## src/common/hrv_defs.svh

```systemverilog
// Constants for the host reset and variable RAM block: register indices,
// field positions, reset values and timing counts.
// Assumes inclusion by bare name from design files that need the map.
`ifndef HRV_DEFS_SVH
`define HRV_DEFS_SVH

// ****************************************************************
// Register map (word indices on reg_addr)
// ****************************************************************
`define HRV_IDX_INPUT_PIN 5'h00
`define HRV_IDX_OUTPUT_LATCH 5'h01
`define HRV_IDX_PIN_DIRECTION 5'h02
`define HRV_IDX_GENERAL_0 5'h03
`define HRV_IDX_GENERAL_12 5'h0F
`define HRV_IDX_TX_DATA 5'h10
`define HRV_IDX_LINK_STATUS 5'h11

// ****************************************************************
// Field positions and reset values
// ****************************************************************
`define HRV_STAT_TX_BUSY 0
`define HRV_STAT_RX_LEVEL 1
`define HRV_STAT_IN_CLEAR 2
`define HRV_WORD_RESET 16'h0000
`define HRV_PINS_RELEASED 16'hFFFF

// ****************************************************************
// Timing
// ****************************************************************
`define HRV_CLK_HZ 50000000
`define HRV_BAUD_RATE 9600
`define HRV_BIT_CYCLES (`HRV_CLK_HZ / `HRV_BAUD_RATE)
`define HRV_SUPPLY_MIN_MV 4000

`endif

```

## src/common/hrv_pkg.sv

```systemverilog
// Types for the host reset and variable RAM block.
// Assumes nothing of its surroundings.
package hrv_pkg;

    // Access width of one register operation.
    typedef enum logic [1:0] {
        HRV_SZ_WORD,
        HRV_SZ_BYTE,
        HRV_SZ_NIBBLE,
        HRV_SZ_BIT
    } hrv_size_e;

    // Serial transmitter state.
    typedef enum logic {
        HRV_TX_IDLE,
        HRV_TX_SEND
    } hrv_tx_e;

endpackage

```

## src/hdl/hrv_top.sv

```systemverilog
// Host reset, host serial link and 16-word variable RAM of the interpreter controller.
// Assumes the supply monitor, attention line, serial-in line and I/O pins arrive
// asynchronously, and that a register master on mclk uses the plain strobe port.
//
// The strobed register port and the register addresses were decided locally.
`timescale 1ns/10ps
`include "hrv_defs.svh"

// Function
// - Held in master clear while the supply stays under 4 volts.
// - In reset, execution halts and every I/O line floats.
// - On reset release, program restarts from the first location.
// - Sender idles at 1, starts each character with one 0 bit time.
// - Receive pin is the inverted copy of host serial-in.
// - Serial out drives 0 actively; 1 reuses the host line resting level.
// - Host attention pulls master clear low and resets the controller.
// - After power returns, every variable RAM location except the input word reads zero.
// - Program memory is kept; only downloads or explicit writes change it.
// - RAM is 32 bytes: 6 for I/O control, 26 general.
// - Word order: input, latch, direction, general 0 to 12.
// - Each word accessible as word, byte, nibble or single bit.
// - Direction 1 drives the latch bit; direction 0 floats the pin.
// - Input word reflects pin levels; writes to it do nothing.
// - General word low byte is even, high byte the next odd.
module hrv_top #(
    parameter int BIT_CYCLES = `HRV_BIT_CYCLES,
    parameter int PINS = 16
) (
    input wire logic mclk, // System clock, 50 MHz.
    input wire logic rst, // Asynchronous reset, active high.
    input wire logic [4:0] reg_addr, // Register word index.
    input wire logic [3:0] reg_pos, // Bit position of the accessed field.
    input wire logic [1:0] reg_size, // Access width, hrv_pkg::hrv_size_e.
    input wire logic [15:0] reg_wdata, // Write data, low aligned.
    input wire logic reg_wr, // Write strobe.
    input wire logic reg_rd, // Read strobe.
    output logic [15:0] reg_rdata, // Read data, cycle after the strobe.
    input wire logic supply_low, // Supply monitor: high while under threshold.
    input wire logic host_attention, // Attention line, high when asserted.
    input wire logic host_serial_in, // Host serial-in, high when line positive.
    output logic host_serial_out, // Serial out level, positive when driven.
    output logic host_serial_out_oe_n, // Serial out enable, low while driving.
    input wire logic [PINS-1:0] io_pin_in, // I/O pin levels.
    output logic [PINS-1:0] io_pin_out, // I/O pin drive values.
    output logic [PINS-1:0] io_pin_oe_n, // I/O pin enables, low while driving.
    output logic master_clear_input_n, // Master clear, low while in reset.
    output logic receive_port_pin, // Inverted serial-in seen by the core.
    output logic exec_run, // High while the interpreter runs.
    output logic [10:0] prog_addr // Interpreter program fetch location.
);

    // ****************************************************************
    // Input synchronisers
    // ****************************************************************
    localparam int SYNC_W = PINS + 3;
    // Supply and attention wake up asserted, so the core stays in clear until
    // the real pin levels have come through the synchroniser after a reset.
    localparam logic [SYNC_W-1:0] SYNC_RST = {3'b011, {PINS{1'b0}}};

    logic [SYNC_W-1:0] sync1_q;
    logic [SYNC_W-1:0] sync2_q;
    logic [SYNC_W-1:0] sync3_q;
    logic [SYNC_W-1:0] filt_q;
    logic [PINS-1:0] pin_level;
    logic supply_low_f;
    logic attention_f;
    logic serial_in_f;
    logic core_clr;

    always_ff @(posedge mclk or posedge rst) begin
        if (rst) begin
            sync1_q <= SYNC_RST;
            sync2_q <= SYNC_RST;
            sync3_q <= SYNC_RST;
        end else begin
            sync1_q <= {host_serial_in, host_attention, supply_low, io_pin_in};
            sync2_q <= sync1_q;
            sync3_q <= sync2_q;
        end
    end

    // A bit takes its new level only once the last two stages agree, which
    // rejects a single-cycle glitch caught on the way in.
    generate
        for (genvar g = 0; g < SYNC_W; g++) begin : g_filt
            always_ff @(posedge mclk or posedge rst) begin
                if (rst) begin
                    filt_q[g] <= SYNC_RST[g];
                end else if (sync2_q[g] == sync3_q[g]) begin
                    filt_q[g] <= sync3_q[g];
                end
            end
        end
    endgenerate

    assign pin_level = filt_q[PINS-1:0];
    assign supply_low_f = filt_q[PINS];
    assign attention_f = filt_q[PINS+1];
    assign serial_in_f = filt_q[PINS+2];

    // ****************************************************************
    // Master clear
    // ****************************************************************
    // Both sources feed one clear so that they act identically.
    assign core_clr = supply_low_f | attention_f;

    always_ff @(posedge mclk or posedge rst) begin
        if (rst) begin
            master_clear_input_n <= 1'b0;
        end else begin
            master_clear_input_n <= ~core_clr;
        end
    end

    // Program storage lives outside and is only read through prog_addr, so
    // nothing here can disturb it across a clear.
    always_ff @(posedge mclk or posedge rst) begin
        if (rst) begin
            exec_run <= 1'b0;
            prog_addr <= 11'h000;
        end else if (core_clr) begin
            exec_run <= 1'b0;
            prog_addr <= 11'h000;
        end else begin
            exec_run <= 1'b1;
            if (exec_run) begin
                prog_addr <= prog_addr + 11'h001;
            end
        end
    end

    // ****************************************************************
    // Variable RAM access
    // ****************************************************************
    logic [15:0] ram_q [1:15];
    logic [3:0] shift;
    logic [15:0] mask;
    logic [15:0] sel_word;
    logic [15:0] merged;
    logic ram_hit;
    logic wr_ram;

    always_comb begin
        unique case (hrv_pkg::hrv_size_e'(reg_size))
            hrv_pkg::HRV_SZ_WORD: begin
                shift = 4'h0;
                mask = 16'hFFFF;
            end
            hrv_pkg::HRV_SZ_BYTE: begin
                shift = {reg_pos[3], 3'b000};
                mask = 16'h00FF << shift;
            end
            hrv_pkg::HRV_SZ_NIBBLE: begin
                shift = {reg_pos[3:2], 2'b00};
                mask = 16'h000F << shift;
            end
            hrv_pkg::HRV_SZ_BIT: begin
                shift = reg_pos;
                mask = 16'h0001 << shift;
            end
        endcase
    end

    // Words 0..15 in order input, latch, direction, general 0..12; each
    // general word's low byte is the even byte and its high byte the odd one.
    assign ram_hit = (reg_addr[4] == 1'b0);
    assign sel_word = (reg_addr[3:0] == 4'h0) ? pin_level : ram_q[reg_addr[3:0]];
    assign merged = (sel_word & ~mask) | ((reg_wdata << shift) & mask);
    assign wr_ram = reg_wr && ram_hit && (reg_addr != `HRV_IDX_INPUT_PIN) && !core_clr;

    // Clearing on every master clear covers the power-up case as well.
    always_ff @(posedge mclk or posedge rst) begin
        if (rst) begin
            for (int i = 1; i < 16; i++) begin
                ram_q[i] <= `HRV_WORD_RESET;
            end
        end else if (core_clr) begin
            for (int i = 1; i < 16; i++) begin
                ram_q[i] <= `HRV_WORD_RESET;
            end
        end else if (wr_ram) begin
            ram_q[reg_addr[3:0]] <= merged;
        end
    end

    // ****************************************************************
    // I/O pin drive
    // ****************************************************************
    always_ff @(posedge mclk or posedge rst) begin
        if (rst) begin
            io_pin_out <= '0;
            io_pin_oe_n <= `HRV_PINS_RELEASED;
        end else begin
            io_pin_out <= ram_q[1];
            io_pin_oe_n <= core_clr ? `HRV_PINS_RELEASED : ~ram_q[2];
        end
    end

    // ****************************************************************
    // Host serial link
    // ****************************************************************
    hrv_pkg::hrv_tx_e tx_state_q;
    logic [9:0] tx_shift_q;
    logic [3:0] tx_bits_q;
    logic [15:0] tx_cnt_q;
    logic tx_busy;
    logic tx_load;

    assign tx_busy = (tx_state_q == hrv_pkg::HRV_TX_SEND);
    assign tx_load = reg_wr && (reg_addr == `HRV_IDX_TX_DATA) && !tx_busy && !core_clr;

    // A character is start bit, eight data bits LSB first, then stop bit.
    always_ff @(posedge mclk or posedge rst) begin
        if (rst) begin
            tx_state_q <= hrv_pkg::HRV_TX_IDLE;
            tx_shift_q <= 10'h3FF;
            tx_bits_q <= 4'h0;
            tx_cnt_q <= 16'h0000;
        end else if (core_clr) begin
            tx_state_q <= hrv_pkg::HRV_TX_IDLE;
            tx_shift_q <= 10'h3FF;
            tx_bits_q <= 4'h0;
            tx_cnt_q <= 16'h0000;
        end else begin
            unique case (tx_state_q)
                hrv_pkg::HRV_TX_IDLE: begin
                    if (tx_load) begin
                        tx_shift_q <= {1'b1, reg_wdata[7:0], 1'b0};
                        tx_bits_q <= 4'h0;
                        tx_cnt_q <= 16'h0000;
                        tx_state_q <= hrv_pkg::HRV_TX_SEND;
                    end
                end
                hrv_pkg::HRV_TX_SEND: begin
                    if (tx_cnt_q == 16'(BIT_CYCLES - 1)) begin
                        tx_cnt_q <= 16'h0000;
                        tx_shift_q <= {1'b1, tx_shift_q[9:1]};
                        if (tx_bits_q == 4'h9) begin
                            tx_state_q <= hrv_pkg::HRV_TX_IDLE;
                        end else begin
                            tx_bits_q <= tx_bits_q + 4'h1;
                        end
                    end else begin
                        tx_cnt_q <= tx_cnt_q + 16'h0001;
                    end
                end
            endcase
        end
    end

    // Only a 0 is driven; a 1 borrows the host line's resting level, which
    // is why the host must stay quiet while we send.
    always_ff @(posedge mclk or posedge rst) begin
        if (rst) begin
            host_serial_out <= 1'b0;
            host_serial_out_oe_n <= 1'b1;
            receive_port_pin <= 1'b1;
        end else begin
            host_serial_out <= 1'b1;
            host_serial_out_oe_n <= ~(tx_busy && !tx_shift_q[0]);
            receive_port_pin <= ~serial_in_f;
        end
    end

    // ****************************************************************
    // Read port
    // ****************************************************************
    always_ff @(posedge mclk or posedge rst) begin
        if (rst) begin
            reg_rdata <= 16'h0000;
        end else if (!reg_rd) begin
            reg_rdata <= 16'h0000;
        end else if (ram_hit) begin
            reg_rdata <= (sel_word & mask) >> shift;
        end else if (reg_addr == `HRV_IDX_LINK_STATUS) begin
            reg_rdata <= 16'h0000;
            reg_rdata[`HRV_STAT_TX_BUSY] <= tx_busy;
            reg_rdata[`HRV_STAT_RX_LEVEL] <= ~serial_in_f;
            reg_rdata[`HRV_STAT_IN_CLEAR] <= core_clr;
        end else begin
            reg_rdata <= 16'h0000;
        end
    end
endmodule

```

## config.mk

```make
export PLATFORM = sky130hd
export DESIGN_NAME = hrv_top
export DESIGN_NICKNAME = d
export VERILOG_FILES = /design/src/common/hrv_pkg.sv /design/src/hdl/hrv_top.sv
export VERILOG_INCLUDE_DIRS = /design/src /design/src/common
export SDC_FILE = /design/constraint.sdc
export NUM_CORES = 1
export LEC_CHECK = 0
export ABC_CLOCK_PERIOD_IN_PS = 35400
export BUFFER_PORTS_ARGS = -buffer_cell sky130_fd_sc_hd__buf_2
export CAP_MARGIN = 20
export CORE_UTILIZATION = 40
export DETAILED_ROUTE_END_ITERATION = 10
export SLEW_MARGIN = 20
export SYNTH_ARGS = -nofsm -noshare
export SYNTH_HDL_FRONTEND = slang
export SYNTH_SLANG_ARGS = --single-unit
```

## constraint.sdc

```tcl
create_clock -name mclk -period 35.4 [get_ports mclk]
set_clock_uncertainty 0.05 [all_clocks]
set_input_delay 5.31 -clock mclk [delete_from_list [all_inputs] [get_ports mclk]]
set_output_delay 5.31 -clock mclk [all_outputs]
set_load 0.02 [all_outputs]
```

==> results.py <==
metrics = {
    "outcome": {
        "outcome": "finished clean",
    },
    "critical_path": {
        "critPathTopFamily": "compound AO/OA/AOI/OAI gates",
        "cp-end-kind": "register",
        "crit_chain": "buf_2 > buf_4 > nand2_1 > a2111oi_1 > o31ai_2 > nand2_1 > nor2_1 > a31oi_2 > o21ai_0",
        "cpMostUsedCell": "nand2_1",
        "critPathMaxStageDelay_ns": 0.63,
        "cp.required_ns": 35.76,
        "critPathSlowestCell": "a31oi_2",
        "crit_start": "reg_addr[1]",
        "arrival_ns": 8.58,
        "critPathBufInv": 2,
        "reg2reg_from": "attention_f$_DFFE_PP1N_",
        "critPathLaunchType": "input pin",
        "path_class": "input pin to register",
        "cp_max_fo": 36,
    },
    "clock_tree": {
        "clockRootBuffer": "clkbuf_16",
        "ctsHoldBuffers": 0,
        "clk_pin_slew_ns": 0.06,
        "clk_latency_ns": 0.58,
        "htree_num_levels": 2,
        "cts_buffers": 44,
        "cts_tree": "done",
        "cts_resized": 0,
        "cts_max_path_buffers": 3,
        "cts_setup_buffers": 0,
        "cts_sinks": 409,
    },
    "logic_synthesis": {
        "yosysWarnings": 0,
        "synth_fp_nets": 1579,
        "yosys.area.top_type": "dfrtp_1",
        "synth.top_cell.area_share_pct": 52.5,
        "yosys-top-cells-area": "dfrtp_1, a22o_1, dfstp_2, nand2_1, o21ai_0",
        "synth.distinct_cells": 80,
        "async_flop_share_pct": 100,
        "synthesis.instances": 1525,
        "synth_ff_type": "dfrtp_1",
        "synth_edf_count": 0,
        "synth_seq_cells": 409,
        "syn_area_mm2": 0.0178,
        "seq_area_frac_synth_pct": 57.7,
        "postSynthAreaPerCell_um2": 11.7,
    },
    "hold_path": {
        "hold_class": "register to register",
        "hp-start": "sync1_q[15]$_DFF_PP0_",
    },
    "pwr": {
        "power_uw": 1040,
        "peakVddDrop_mv": 0.0337,
        "clockPowerShare_pct": 44.5,
        "p_comb_share_pct": 9.1,
        "p_sw_uw": 265,
        "p_leak_uw": 0.00893,
        "netSwitchingFraction_pct": 25.5,
        "p_int_uw": 774,
        "power_density_mw_per_mm2": 51.3,
        "seq_power_share_pct": 46.4,
    },
    "finish": {
        "multi_input_area_mm2": 0.00697,
        "layout.cells.most_common": "dfrtp_1",
        "most-common-layout-cells": "dfrtp_1, nand2_1, o21ai_0",
        "diodes": 0,
        "ff_latch_area_mm2": 0.0103,
        "drive_above_1_share_pct": 20.0,
        "num-nets-final": 1667,
        "fillCellCount": 4039,
        "syn_to_final_growth_pct": 13.6,
    },
    "global_route": {
        "grt_antenna_before_repair": 1,
        "grtUsageTotal_pct": 22.9,
        "grt_pass1_vias": 12644,
        "grt_max_degree": 163,
        "grt_pass1_wl_um": 78500,
        "overflow": 0,
    },
    "placed_design": {
        "io_buffer_count": 113,
        "place_hpwl_um": 33400,
        "gp_congestion": 0.956,
        "dpl_worst_slack_ns": 26.43,
    },
    "route": {
        "num_vias": 12959,
        "firstDrtPassIters": 6,
        "wire_per_inst_um": 22.7,
        "drt_wl_total_um": 50700,
        "postRouteAntennaNets": 0,
        "drc_errors": 0,
        "via_per_inst": 5.80,
        "drtIter0Drc": 1320,
    },
    "floorplanning": {
        "io_pins": 114,
        "initial_core_util_pct": 40.9,
        "core-area_mm2": 0.0436,
        "die_height_um": 213,
        "die_area_mm2": 0.0454,
        "rows": 76,
        "die_w_um": 213,
    },
    "sta": {
        "post-route-period-util_pct": 23.2,
        "setup_viol": 0,
        "rsz0062_at_grt": "no",
        "slew_headroom_pct": 21.5,
        "hold_viol": 0,
        "tightest_slew_ns": 1.18,
        "setup_tns_ns": 0,
        "fin_crit_ns": 8.22,
        "finalMaxSlewViolations": 0,
        "layout_setup_ws_ns": 27.18,
        "hold_slack_ns": 0.294,
        "max_clock_freq_ghz": 0.122,
    },
    "flow_run": {
        "maxCapViolations": 0,
    },
}
metal layers:
metal / share of wire [%] / track usage (%) / up-vias
met5: 0 / 0 / -
met4: 2.4 / 6.40 / 0
met3: 6.6 / 3.77 / 83
met2: 46 / 35.3 / 514
met1: 45 / 33.2 / 6622
li1: - / - / 5740
stage by stage:
stage               utilization [%]  cells  area, um^2
floorplan                         -   1525       17800
global placement               43.1   2151       18800
detailed placement             43.1   2152       18800
CTS                            46.5   2233       20200
global route                   46.5   2233       20200
finish                         46.5   2233       20200
cell type report:
cell class / instances / share of cell area, %
Multi-Input combinational cell: 1007 / 34.4
Sequential cell: 409 / 50.8
Clock inverter: 11 / 0.748
Clock buffer: 70 / 6.42
Inverter: 14 / 0.297
Timing Repair Buffer: 137 / 3.76
Tap cell: 585 / 3.61
kinds of logic (layout without fill, tap and decap cells):
family	after synthesis	after routing	synth area share, %
AOI/OAI and AO/OA	428	428	16.3
buffers and inverters	109	232	3.67
and+or+nand+nor	416	416	10.3
other	1	1	0.0210
xor gates and xnor gates	18	18	0.885
DFF	409	409	57.7
adders and majority gates	23	23	1.35
muxes	121	121	9.81
registers in the layout (all words and copies together) (netlist names), 4 cells and up:
signal / flops
ram_q: 240
sync1_q: 19
tx_cnt_q: 16
tx_shift_q: 9
filt_q: 16
io_pin_out: 16
io_pin_oe_n: 16
prog_addr: 11
reg_rdata: 16
tx_bits_q: 4
sync2_q: 19
sync3_q: 19
path summary, 6_finish.rpt:
kind                                                 end  slack [ns]  depth (start not counted)
worst min register to register     sync2_q[15]$_DFF_PP0_        0.29                          0
worst min-delay path               sync2_q[15]$_DFF_PP0_        0.29                          0
worst max register to register  tx_bits_q[0]$_DFFE_PP0P_       32.34                          9
worst max-delay path               ram_q[47]$_DFFE_PP0P_       27.18                          9
max in group asynchronous         ram_q[115]$_DFFE_PP0P_       28.16                          4
min in group asynchronous          sync2_q[18]$_DFF_PP0_        4.84                          2
cells in the mapped netlist (13+ instances only):
| cell type | instances |
|---|---|
| dfrtp_1 | 374 |
| mux2_2 | 22 |
| buf_2 | 28 |
| nor2_1 | 70 |
| clkbuf_1 | 39 |
| mux4_2 | 33 |
| dfstp_2 | 35 |
| nand3_1 | 33 |
| maj3_1 | 19 |
| a21oi_1 | 56 |
| mux2i_1 | 55 |
| o21ai_0 | 151 |
| xor2_1 | 15 |
| a22o_1 | 122 |
| inv_1 | 13 |
| nor3_1 | 14 |
| nand2_1 | 229 |
power groups by stage:
stage / Sequential (uW) / Combinational [uW] / Clock, uW
after CTS: 482 / 94.0 / 472
final: 482 / 94.6 / 462
after detailed placement: 491 / 93.8 / 0
after global placement: 491 / 93.0 / 0
after global routing: 483 / 102 / 492
after floorplan: 490 / 61.0 / 0
No activity file was read; power rests on OpenSTA's default activity.
